<file path="src/rtl/sbpt_pkg.sv">
// Constants and types shared by the single-bunch phase tracker
package sbpt_pkg;
	localparam int DATA_W = 32;
	localparam int SMP_W = 16;
	localparam int MIX_W = 18;
	localparam int PH_W = 16;
	localparam int ADDR_W = 8;
	localparam int BN_W = 10;
	localparam int DEC_W = 12;
	localparam int SH_W = 5;
	localparam int IT_W = 4;
	localparam int FIFO_DEPTH = 4;
	// Register byte offsets
	localparam logic [ADDR_W-1:0] OFS_CTRL = 8'h00;
	localparam logic [ADDR_W-1:0] OFS_BUNCH = 8'h04;
	localparam logic [ADDR_W-1:0] OFS_GAIN = 8'h08;
	localparam logic [ADDR_W-1:0] OFS_SETPT = 8'h0C;
	localparam logic [ADDR_W-1:0] OFS_RANGE = 8'h10;
	localparam logic [ADDR_W-1:0] OFS_DECIM = 8'h14;
	localparam logic [ADDR_W-1:0] OFS_MAG = 8'h18;
	localparam logic [ADDR_W-1:0] OFS_PHASE = 8'h1C;
	localparam logic [ADDR_W-1:0] OFS_ERROR = 8'h20;
	localparam logic [ADDR_W-1:0] OFS_SHIFT = 8'h24;
	localparam logic [ADDR_W-1:0] OFS_TRACK = 8'h28;
	localparam logic [ADDR_W-1:0] OFS_UPD = 8'h2C;
	// Control register fields
	localparam int CTRL_LOOP = 0;
	localparam int CTRL_FOLLOW = 1;
	localparam int CTRL_GATE = 2;
	// Reset values
	localparam logic [2:0] CTRL_RST = 3'h0;
	localparam logic [BN_W-1:0] BUNCH_RST = 10'h001;
	localparam logic [PH_W-1:0] GAIN_RST = 16'h0000;
	localparam logic [PH_W-1:0] SETPT_RST = 16'h0000;
	localparam logic [DATA_W-1:0] RANGE_RST = 32'h0000_0000;
	localparam logic [DEC_W-1:0] DECIM_RST = 12'h064;
	// Datapath constants
	localparam logic [SH_W-1:0] SHIFT_MAX = 5'h1E;
	localparam logic signed [DATA_W-1:0] HALF_FS = 32'sh4000_0000;
	localparam logic [PH_W-1:0] PH_HALF = 16'h8000;
	localparam logic [IT_W-1:0] ITER_LAST = 4'hF;
	localparam int MIX_LSB = 14;
	localparam int CORD_PRE = 2;

	typedef struct packed {
		logic signed [MIX_W-1:0] i;
		logic signed [MIX_W-1:0] q;
	} sbpt_iq_t;

	typedef enum logic [1:0] {
		ST_ACC = 2'b00,
		ST_NORM = 2'b01,
		ST_CORD = 2'b10,
		ST_LOOP = 2'b11
	} sbpt_state_t;
endpackage

</file>
<file path="src/rtl/sbpt_top.sv">
// Single-bunch phase tracker: mixer, FIFO, CIC, normalizer, CORDIC and frequency loop
//
// Implementation choices: the strobed register port and the register offsets.
`timescale 1ns/1ps
`default_nettype none

////////////////////////////////////////////////////////////////////////////////
module sbpt_fifo #(
	parameter int WIDTH = 36,
	parameter int DEPTH = 4
) (
	// Clock and reset
	input wire logic clk,
	input wire logic rst_n,
	// Fill side
	input wire logic in_valid,
	input wire logic [WIDTH-1:0] in_data,
	output logic in_ready,
	// Drain side
	output logic out_valid,
	output logic [WIDTH-1:0] out_data,
	input wire logic out_ready
);
	localparam int AW = $clog2(DEPTH);
	logic [WIDTH-1:0] mem_reg [DEPTH];
	logic [AW-1:0] wp_reg;
	logic [AW-1:0] rp_reg;
	logic [AW:0] cnt_reg;
	logic [AW:0] cnt_next;
	logic push;
	logic pop;

	assign push = in_valid && in_ready;
	assign pop = out_valid && out_ready;
	assign out_valid = cnt_reg != '0;
	assign out_data = mem_reg[rp_reg];
	assign cnt_next = cnt_reg + (AW+1)'(push) - (AW+1)'(pop);

	always_ff @(posedge clk) begin
		if (push) begin
			mem_reg[wp_reg] <= in_data;
		end
	end

	always_ff @(posedge clk or negedge rst_n) begin
		if (!rst_n) begin
			wp_reg <= '0;
			rp_reg <= '0;
			cnt_reg <= '0;
			in_ready <= 1'b0;
		end else begin
			if (push) begin
				wp_reg <= (wp_reg == AW'(DEPTH-1)) ? '0 : wp_reg + 1'b1;
			end
			if (pop) begin
				rp_reg <= (rp_reg == AW'(DEPTH-1)) ? '0 : rp_reg + 1'b1;
			end
			cnt_reg <= cnt_next;
			// Registered ready keeps the top output flop-driven
			in_ready <= cnt_next < (AW+1)'(DEPTH);
		end
	end
endmodule

////////////////////////////////////////////////////////////////////////////////
module sbpt_top #(
	parameter int FIFO_DEPTH = sbpt_pkg::FIFO_DEPTH
) (
	// Clock and reset
	input wire logic CLK,
	input wire logic RSTN,
	// Bunch sample stream
	input wire logic S_VALID,
	input wire logic signed [sbpt_pkg::SMP_W-1:0] S_SAMPLE,
	input wire logic [sbpt_pkg::BN_W-1:0] S_BUNCH,
	output logic S_READY,
	// Drive generator
	input wire logic signed [sbpt_pkg::SMP_W-1:0] DRV0_COS,
	input wire logic signed [sbpt_pkg::SMP_W-1:0] DRV0_SIN,
	input wire logic [sbpt_pkg::DATA_W-1:0] DRV0_FREQ,
	input wire logic SET_SEL_LSB,
	output logic [sbpt_pkg::DATA_W-1:0] TRACK_FREQ,
	output logic [sbpt_pkg::DATA_W-1:0] DRV2_CORR,
	output logic [sbpt_pkg::BN_W-1:0] SB_BUNCH,
	// Register port
	input wire logic [sbpt_pkg::ADDR_W-1:0] BUS_ADDR,
	input wire logic [sbpt_pkg::DATA_W-1:0] BUS_WDATA,
	input wire logic BUS_WR,
	input wire logic BUS_RD,
	output logic [sbpt_pkg::DATA_W-1:0] BUS_RDATA
);
	localparam int W = sbpt_pkg::DATA_W;

	function automatic logic above_half(input logic signed [W-1:0] v);
		above_half = v[W-1] ? (v < -sbpt_pkg::HALF_FS) : (v > sbpt_pkg::HALF_FS);
	endfunction

	function automatic logic [sbpt_pkg::PH_W-1:0] atan_step(input logic [sbpt_pkg::IT_W-1:0] i);
		case (i)
			4'h0: atan_step = 16'h2000;
			4'h1: atan_step = 16'h12E4;
			4'h2: atan_step = 16'h09FB;
			4'h3: atan_step = 16'h0511;
			4'h4: atan_step = 16'h028B;
			4'h5: atan_step = 16'h0146;
			4'h6: atan_step = 16'h00A3;
			4'h7: atan_step = 16'h0051;
			4'h8: atan_step = 16'h0029;
			4'h9: atan_step = 16'h0014;
			4'hA: atan_step = 16'h000A;
			4'hB: atan_step = 16'h0005;
			4'hC: atan_step = 16'h0003;
			4'hD: atan_step = 16'h0001;
			4'hE: atan_step = 16'h0001;
			default: atan_step = 16'h0000;
		endcase
	endfunction

	logic rst_meta_reg;
	logic rst_n;
	logic [2:0] ctrl_reg;
	logic [sbpt_pkg::BN_W-1:0] bunch_reg;
	logic signed [sbpt_pkg::PH_W-1:0] gain_reg;
	logic [sbpt_pkg::PH_W-1:0] setpt_reg;
	logic [W-1:0] range_reg;
	logic [sbpt_pkg::DEC_W-1:0] decim_reg;
	logic [W-1:0] mag_reg;
	logic [sbpt_pkg::PH_W-1:0] phase_reg;
	logic [sbpt_pkg::PH_W-1:0] error_reg;
	logic [sbpt_pkg::SH_W-1:0] shift_reg;
	logic [W-1:0] track_snap_reg;
	logic [W-1:0] upd_reg;
	sbpt_pkg::sbpt_state_t state_reg;
	logic signed [W-1:0] acc_i_reg;
	logic signed [W-1:0] acc_q_reg;
	logic [sbpt_pkg::DEC_W-1:0] turn_reg;
	logic signed [W-1:0] x_reg;
	logic signed [W-1:0] y_reg;
	logic [sbpt_pkg::PH_W-1:0] ang_reg;
	logic [sbpt_pkg::SH_W-1:0] sh_reg;
	logic [sbpt_pkg::IT_W-1:0] it_reg;
	logic signed [W-1:0] integ_reg;
	logic signed [2*sbpt_pkg::SMP_W-1:0] prod_i;
	logic signed [2*sbpt_pkg::SMP_W-1:0] prod_q;
	sbpt_pkg::sbpt_iq_t mix;
	sbpt_pkg::sbpt_iq_t fifo_out;
	logic fifo_valid;
	logic fifo_pop;
	logic match;
	logic closed;
	logic [sbpt_pkg::PH_W-1:0] err;
	logic signed [W:0] integ_sum;
	logic signed [W:0] range_s;
	logic signed [W-1:0] integ_next;
	logic [sbpt_pkg::DEC_W-1:0] decim_last;

	always_ff @(posedge CLK or negedge RSTN) begin
		if (!RSTN) begin
			rst_meta_reg <= 1'b0;
			rst_n <= 1'b0;
		end else begin
			rst_meta_reg <= 1'b1;
			rst_n <= rst_meta_reg;
		end
	end

	////////////////////////////////////////////////////////////////////////////
	// Register port
	always_ff @(posedge CLK or negedge rst_n) begin
		if (!rst_n) begin
			ctrl_reg <= sbpt_pkg::CTRL_RST;
			bunch_reg <= sbpt_pkg::BUNCH_RST;
			gain_reg <= sbpt_pkg::GAIN_RST;
			setpt_reg <= sbpt_pkg::SETPT_RST;
			range_reg <= sbpt_pkg::RANGE_RST;
			decim_reg <= sbpt_pkg::DECIM_RST;
		end else if (BUS_WR) begin
			if (BUS_ADDR == sbpt_pkg::OFS_CTRL) begin
				ctrl_reg <= BUS_WDATA[2:0];
			end else if (BUS_ADDR == sbpt_pkg::OFS_BUNCH) begin
				bunch_reg <= BUS_WDATA[sbpt_pkg::BN_W-1:0];
			end else if (BUS_ADDR == sbpt_pkg::OFS_GAIN) begin
				gain_reg <= BUS_WDATA[sbpt_pkg::PH_W-1:0];
			end else if (BUS_ADDR == sbpt_pkg::OFS_SETPT) begin
				setpt_reg <= BUS_WDATA[sbpt_pkg::PH_W-1:0];
			end else if (BUS_ADDR == sbpt_pkg::OFS_RANGE) begin
				range_reg <= {1'b0, BUS_WDATA[W-2:0]};
			end else if (BUS_ADDR == sbpt_pkg::OFS_DECIM) begin
				decim_reg <= BUS_WDATA[sbpt_pkg::DEC_W-1:0];
			end
		end
	end

	always_ff @(posedge CLK or negedge rst_n) begin
		if (!rst_n) begin
			BUS_RDATA <= '0;
		end else if (!BUS_RD) begin
			BUS_RDATA <= '0;
		end else if (BUS_ADDR == sbpt_pkg::OFS_CTRL) begin
			BUS_RDATA <= W'(ctrl_reg);
		end else if (BUS_ADDR == sbpt_pkg::OFS_BUNCH) begin
			BUS_RDATA <= W'(bunch_reg);
		end else if (BUS_ADDR == sbpt_pkg::OFS_GAIN) begin
			BUS_RDATA <= W'(gain_reg);
		end else if (BUS_ADDR == sbpt_pkg::OFS_SETPT) begin
			BUS_RDATA <= W'(setpt_reg);
		end else if (BUS_ADDR == sbpt_pkg::OFS_RANGE) begin
			BUS_RDATA <= range_reg;
		end else if (BUS_ADDR == sbpt_pkg::OFS_DECIM) begin
			BUS_RDATA <= W'(decim_reg);
		end else if (BUS_ADDR == sbpt_pkg::OFS_MAG) begin
			BUS_RDATA <= mag_reg;
		end else if (BUS_ADDR == sbpt_pkg::OFS_PHASE) begin
			BUS_RDATA <= W'(phase_reg);
		end else if (BUS_ADDR == sbpt_pkg::OFS_ERROR) begin
			BUS_RDATA <= W'(error_reg);
		end else if (BUS_ADDR == sbpt_pkg::OFS_SHIFT) begin
			BUS_RDATA <= W'(shift_reg);
		end else if (BUS_ADDR == sbpt_pkg::OFS_TRACK) begin
			BUS_RDATA <= track_snap_reg;
		end else if (BUS_ADDR == sbpt_pkg::OFS_UPD) begin
			BUS_RDATA <= upd_reg;
		end else begin
			BUS_RDATA <= '0;
		end
	end

	////////////////////////////////////////////////////////////////////////////
	// Down-conversion of the selected bunch into the FIFO
	assign match = S_BUNCH == bunch_reg;
	assign prod_i = S_SAMPLE * DRV0_COS;
	assign prod_q = S_SAMPLE * DRV0_SIN;
	assign mix.i = prod_i[2*sbpt_pkg::SMP_W-1:sbpt_pkg::MIX_LSB];
	assign mix.q = prod_q[2*sbpt_pkg::SMP_W-1:sbpt_pkg::MIX_LSB];
	// Pops only while integrating, so a long CORDIC pass backs up the stream
	assign fifo_pop = state_reg == sbpt_pkg::ST_ACC;
	assign decim_last = (decim_reg == '0) ? '0 : decim_reg - 1'b1;

	sbpt_fifo #(
		.WIDTH(2*sbpt_pkg::MIX_W),
		.DEPTH(FIFO_DEPTH)
	) u_fifo (
		.clk(CLK),
		.rst_n(rst_n),
		.in_valid(S_VALID && match),
		.in_data(mix),
		.in_ready(S_READY),
		.out_valid(fifo_valid),
		.out_data(fifo_out),
		.out_ready(fifo_pop)
	);

	////////////////////////////////////////////////////////////////////////////
	// CIC, normalizer and CORDIC sequencer
	always_ff @(posedge CLK or negedge rst_n) begin
		if (!rst_n) begin
			state_reg <= sbpt_pkg::ST_ACC;
			acc_i_reg <= '0;
			acc_q_reg <= '0;
			turn_reg <= '0;
			x_reg <= '0;
			y_reg <= '0;
			ang_reg <= '0;
			sh_reg <= '0;
			it_reg <= '0;
		end else begin
			case (state_reg)
				sbpt_pkg::ST_ACC: begin
					if (fifo_valid) begin
						acc_i_reg <= acc_i_reg + W'(fifo_out.i);
						acc_q_reg <= acc_q_reg + W'(fifo_out.q);
						if (turn_reg >= decim_last) begin
							turn_reg <= '0;
							state_reg <= sbpt_pkg::ST_NORM;
							x_reg <= acc_i_reg + W'(fifo_out.i);
							y_reg <= acc_q_reg + W'(fifo_out.q);
							sh_reg <= '0;
						end else begin
							turn_reg <= turn_reg + 1'b1;
						end
					end
				end
				sbpt_pkg::ST_NORM: begin
					acc_i_reg <= '0;
					acc_q_reg <= '0;
					if (above_half(x_reg) || above_half(y_reg) || sh_reg == sbpt_pkg::SHIFT_MAX) begin
						state_reg <= sbpt_pkg::ST_CORD;
						it_reg <= '0;
						// Headroom for the CORDIC gain; left half plane is folded over
						x_reg <= x_reg[W-1] ? -(x_reg >>> sbpt_pkg::CORD_PRE)
							: (x_reg >>> sbpt_pkg::CORD_PRE);
						y_reg <= x_reg[W-1] ? -(y_reg >>> sbpt_pkg::CORD_PRE)
							: (y_reg >>> sbpt_pkg::CORD_PRE);
						ang_reg <= x_reg[W-1] ? sbpt_pkg::PH_HALF : '0;
					end else begin
						x_reg <= x_reg <<< 1;
						y_reg <= y_reg <<< 1;
						sh_reg <= sh_reg + 1'b1;
					end
				end
				sbpt_pkg::ST_CORD: begin
					if (y_reg[W-1]) begin
						x_reg <= x_reg - (y_reg >>> it_reg);
						y_reg <= y_reg + (x_reg >>> it_reg);
						ang_reg <= ang_reg - atan_step(it_reg);
					end else begin
						x_reg <= x_reg + (y_reg >>> it_reg);
						y_reg <= y_reg - (x_reg >>> it_reg);
						ang_reg <= ang_reg + atan_step(it_reg);
					end
					it_reg <= it_reg + 1'b1;
					if (it_reg == sbpt_pkg::ITER_LAST) begin
						state_reg <= sbpt_pkg::ST_LOOP;
					end
				end
				default: begin
					state_reg <= sbpt_pkg::ST_ACC;
				end
			endcase
		end
	end

	////////////////////////////////////////////////////////////////////////////
	// Phase loop
	assign closed = ctrl_reg[sbpt_pkg::CTRL_LOOP]
		&& (!ctrl_reg[sbpt_pkg::CTRL_GATE] || SET_SEL_LSB);
	assign err = setpt_reg - ang_reg;
	assign integ_sum = {integ_reg[W-1], integ_reg}
		+ (W+1)'(gain_reg * $signed(err));
	assign range_s = $signed({1'b0, range_reg});
	always_comb begin
		if (integ_sum > range_s) begin
			integ_next = W'(range_s);
		end else if (integ_sum < -range_s) begin
			integ_next = W'(-range_s);
		end else begin
			integ_next = W'(integ_sum);
		end
	end

	always_ff @(posedge CLK or negedge rst_n) begin
		if (!rst_n) begin
			integ_reg <= '0;
		end else if (!closed) begin
			integ_reg <= '0;
		end else if (state_reg == sbpt_pkg::ST_LOOP) begin
			integ_reg <= integ_next;
		end
	end

	always_ff @(posedge CLK or negedge rst_n) begin
		if (!rst_n) begin
			TRACK_FREQ <= '0;
			DRV2_CORR <= '0;
			SB_BUNCH <= sbpt_pkg::BUNCH_RST;
		end else begin
			TRACK_FREQ <= closed ? DRV0_FREQ + integ_reg : DRV0_FREQ;
			DRV2_CORR <= (closed && ctrl_reg[sbpt_pkg::CTRL_FOLLOW]) ? integ_reg : '0;
			SB_BUNCH <= bunch_reg;
		end
	end

	// Snapshot so software never mixes values from two updates
	always_ff @(posedge CLK or negedge rst_n) begin
		if (!rst_n) begin
			mag_reg <= '0;
			phase_reg <= '0;
			error_reg <= '0;
			shift_reg <= '0;
			track_snap_reg <= '0;
			upd_reg <= '0;
		end else if (state_reg == sbpt_pkg::ST_LOOP) begin
			mag_reg <= x_reg >>> sh_reg;
			phase_reg <= ang_reg;
			error_reg <= err;
			shift_reg <= sh_reg;
			track_snap_reg <= closed ? DRV0_FREQ + integ_next : DRV0_FREQ;
			upd_reg <= upd_reg + 1'b1;
		end
	end
endmodule

`default_nettype wire

</file>
<file path="config.mk">
export PLATFORM = sky130hd
export DESIGN_NAME = sbpt_top
export DESIGN_NICKNAME = d
export VERILOG_FILES = /design/src/rtl/sbpt_pkg.sv /design/src/rtl/sbpt_top.sv
export SDC_FILE = /design/constraint.sdc
export NUM_CORES = 2
export LEC_CHECK = 0
export ABC_CLOCK_PERIOD_IN_PS = 15600
export BUFFER_PORTS_ARGS = -buffer_cell sky130_fd_sc_hd__buf_2
export CAP_MARGIN = 0
export CORE_ASPECT_RATIO = 0.5
export CORE_MARGIN = 10
export CORE_UTILIZATION = 29
export DETAILED_ROUTE_END_ITERATION = 12
export PLACE_DENSITY = 0.45
export SYNTH_ARGS = -nofsm -noshare
export SYNTH_HDL_FRONTEND = slang
export SYNTH_HIERARCHICAL = 1
export SYNTH_SLANG_ARGS = --single-unit
</file>
<file path="constraint.sdc">
create_clock -name CLK -period 15.6 [get_ports CLK]
set_clock_uncertainty 0.05 [all_clocks]
set_input_delay 2.34 -clock CLK [delete_from_list [all_inputs] [get_ports CLK]]
set_output_delay 2.34 -clock CLK [all_outputs]
set_load 0.005 [all_outputs]
</file>
==> impl_metrics.env <==
export IMPL_track_usage=0.170
export IMPL_layout_drive_gt1_share=0.101
export IMPL_reg2reg_depth=58
export IMPL_setup_tns_ns=0
export IMPL_vias=60800
export IMPL_layout_min_cycle_time_ns=14.80
export IMPL_synthesis_area_mm2=0.0793
export IMPL_final_max_slew_violation_count=0
export IMPL_timing_critical_path_from_type="flop"
export IMPL_wire_length_of_the_first_global_routing_pass_um=398000
export IMPL_synth_sequential_area_ratio=0.224
export IMPL_fmax_ghz=0.0676
export IMPL_relSlewSlack=0.141
export IMPL_drt_first_pass_iters=5
export IMPL_sum_of_overflow_across_all_layers_after_global_routing=0
export IMPL_critical_path_reg2reg_startpoint="ang_reg[0]$_DFFE_PN0P_"
export IMPL_largest_buffer_count_on_any_clock_path=3
export IMPL_number_of_antenna_violations_at_the_first_check_in_global_routing=16
export IMPL_layout_worst_path_cycle_share=0.948
export IMPL_post_synth_num_cell_types=101
export IMPL_detail_route_drc_violations=0
export IMPL_hpwl_um=198000
export IMPL_synth_top_area_frac=0.210
export IMPL_synth_adder_area_share=0.301
export IMPL_synth_fp_nets=10000
export IMPL_via_count_of_the_first_global_routing_pass=62400
export IMPL_largest_net_degree_at_the_start_of_global_routing=83
export IMPL_synth_area_top_cells="sky130_fd_sc_hd__fa_1, sky130_fd_sc_hd__dfrtp_1, sky130_fd_sc_hd__ha_1"
export IMPL_layout_area_overhead_vs_synth_pct=9.71
export IMPL_post_synth_inst_count=8475
export IMPL_critPathKind="flop to flop"
export IMPL_ant_nets=0
export IMPL_clock_insertion_delay_worst_skew_ns=0.71
export IMPL_design_core_area_mm2=0.271
export IMPL_finalInstanceArea_mm2=0.0870
export IMPL_flip_flop_count_of_the_largest_register_all_copies_and_words_added=144
export IMPL_timing_reg2reg_setup_slack_ns=0.80
export IMPL_placedInstanceArea_mm2=0.0841
export IMPL_place_detailed_instances=12000
export IMPL_drt_wirelength_per_cell_um=21.2
export IMPL_path_clk_slew_ns=0.06
export IMPL_clk_sinks=680
export IMPL_timing_critical_path_from="ang_reg[0]$_DFFE_PN0P_"
export IMPL_synth_area_leader_cell="sky130_fd_sc_hd__fa_1"
export IMPL_rsz_0062_raised_after_global_routing="no"
export IMPL_max_cap_violations=0
export IMPL_main_combinational_cell_family_by_area_after_synthesis="adder cells"
export IMPL_ys_warn_count=6
export IMPL_cts_buffers=82
export IMPL_timing_critical_path_slowest_stage_cell="sky130_fd_sc_hd__or4_1"
export IMPL_design_die_area_mm2=0.296
export IMPL_critical_path_required_ns=16.12
export IMPL_cpPeakStageDelay_ns=0.62
export IMPL_yosys_area_share_simple=0.141
export IMPL_clock_root_buffer="sky130_fd_sc_hd__clkbuf_16"
export IMPL_finalHoldViolCount=0
export IMPL_tritoncts="built"
export IMPL_setup_violations=0
export IMPL_max_slew_worst_pin_slew_ns=1.27
export IMPL_synth_ff_latch_count=680
export IMPL_layout_commonest_cell="sky130_fd_sc_hd__inv_1"
export IMPL_syn_mean_instance_area_um2=9.36
export IMPL_numPortBuffers=241
export IMPL_muxShareOfSynthArea=0.0733
export IMPL_hold_ws_ns=0.247
export IMPL_synth_compound_area_frac=0.134
export IMPL_die_h_um=390
export IMPL_hold_class="flop to asynchronous set/reset pin"
export IMPL_synth_async_sr_flop_share=0.788
export IMPL_placementRows=135
export IMPL_layout_cells_non_filler=12200
export IMPL_floorplan_initialDensity=0.292
export IMPL_mostFrequentLayoutCells="sky130_fd_sc_hd__inv_1, sky130_fd_sc_hd__nand2_1, sky130_fd_sc_hd__fa_1, sky130_fd_sc_hd__ha_1, sky130_fd_sc_hd__dfrtp_1"
export IMPL_crit_path_max_fanout=11
export IMPL_setup_worst_path_end_class="flop"
export IMPL_cts_htree_levels=3
export IMPL_detail_route_wirelength_um=258000
export IMPL_fraction_of_synthesized_cell_area_in_xor_and_xnor_cells=0.0517
export IMPL_synth_top_flop_cell="sky130_fd_sc_hd__dfrtp_1"
export IMPL_final_net_count=9997
export IMPL_edff_count_synth=144
export IMPL_setup_worst_path_end="track_snap_reg[31]$_DFFE_PN0P_"
export IMPL_weighted_congestion_at_the_end_of_routability_driven_global_placement=0.892
export IMPL_cts_hold_repair_buffers=0
export IMPL_first_iter_violations=3818
export IMPL_post_drt_via_cell_ratio=5.00
export IMPL_dieWidth_um=759
export IMPL_outcome="complete, no violations"
export IMPL_num_io_pins=243
export IMPL_worst_r2r_endpoint="track_snap_reg[31]$_DFFE_PN0P_"
export IMPL_critPathArrivalTime_ns=15.32
-- what timing repair did --
| action | in CTS | in global routing |
|---|---|---|
| resized for setup | 0 | 12 |
| setup endpoints to repair | 0 | 6 |
| buffers inserted | 0 | 3 |
-- per-stage QoR --
stage	util	setup slack, ns
after floorplan	-	2.26
after global placement	0.310	0.532
after detailed placement	0.310	0.516
after CTS	0.320	0.513
after global routing	0.320	0.0104
final	0.320	0.804
-- cell usage after synthesis (all sizes together) (36+ instances only) --
cell type,number
buf,84
nor3,89
edfxtp,144
a22o,61
ha,579
and3,95
o21a,82
dfrtp,531
a31oi,84
or3,39
o31ai,84
mux2i,99
a211oi,42
o21ai,436
inv,1100
xor2,159
mux2,154
fa,830
nor2,419
nand4,36
nor2b,65
nand2b,91
nand3,117
mux4,137
a21o,93
and2,309
a21oi,345
o211ai,81
xnor2,309
nand2,976
a221oi,73
clkbuf,363
-- area by class of cell --
class,count,area (µm²)
fillers,28400,184000
multi-input cells,6244,55700
flip-flops and latches,680,17800
well taps,3630,4540
inverters,1104,4150
clock buffers,103,2260
repair buffers,340,1980
clock inverters,47,553
diodes,5,12.5
-- metal layers --
metal  share of wire  routed length, µm  vias to the layer above  GRT usage
met3           0.036               9340                      290     0.0166
met1            0.49             125000                    30700      0.243
met4           0.022               5630                       18     0.0366
met5         0.00052                133                        -          0
met2            0.46             117000                     1179      0.279
li1                -                  -                    28600          -
-- cells by family (layout without fill, tap and decap cells) --
kind of cell,Yosys count,count (layout)
adders and majority gates,1410,1410
and+or+nand+nor,2350,2350
other,1,6
xor gates and xnor gates,468,468
muxes,390,390
AOI/OAI and AO/OA,1625,1625
DFF,680,680
buffers and inverters,1551,1594
-- critical path: cells and delay by family (launching register included) --
family,cells,cell delay (ns)
AO/OA/AOI/OAI,27,5.65
adder cells (fa/ha/maj),11,4.63
AND/OR/NAND/NOR,9,1.88
buffers and inverters,9,1.35
XOR/XNOR,2,0.68
flip-flops,1,0.46
-- worst min-delay path by stage --
stage                                 startpoint                      end  slack [ns]
final                            rst_n$_DFF_PN0_  BUS_RDATA[31]$_DFF_PN0_        0.25
after global routing             rst_n$_DFF_PN0_  BUS_RDATA[19]$_DFF_PN0_        0.30
after CTS                        rst_n$_DFF_PN0_  BUS_RDATA[19]$_DFF_PN0_        0.28
after detailed placement         rst_n$_DFF_PN0_  BUS_RDATA[31]$_DFF_PN0_        0.27
after global placement           rst_n$_DFF_PN0_  BUS_RDATA[31]$_DFF_PN0_        0.27
after floorplan           rst_meta_reg$_DFF_PN0_          rst_n$_DFF_PN0_        0.28
Power is left out: the tool's default activity adds up to more than one toggle a clock period on the data nets, which glitch-free logic cannot reach.
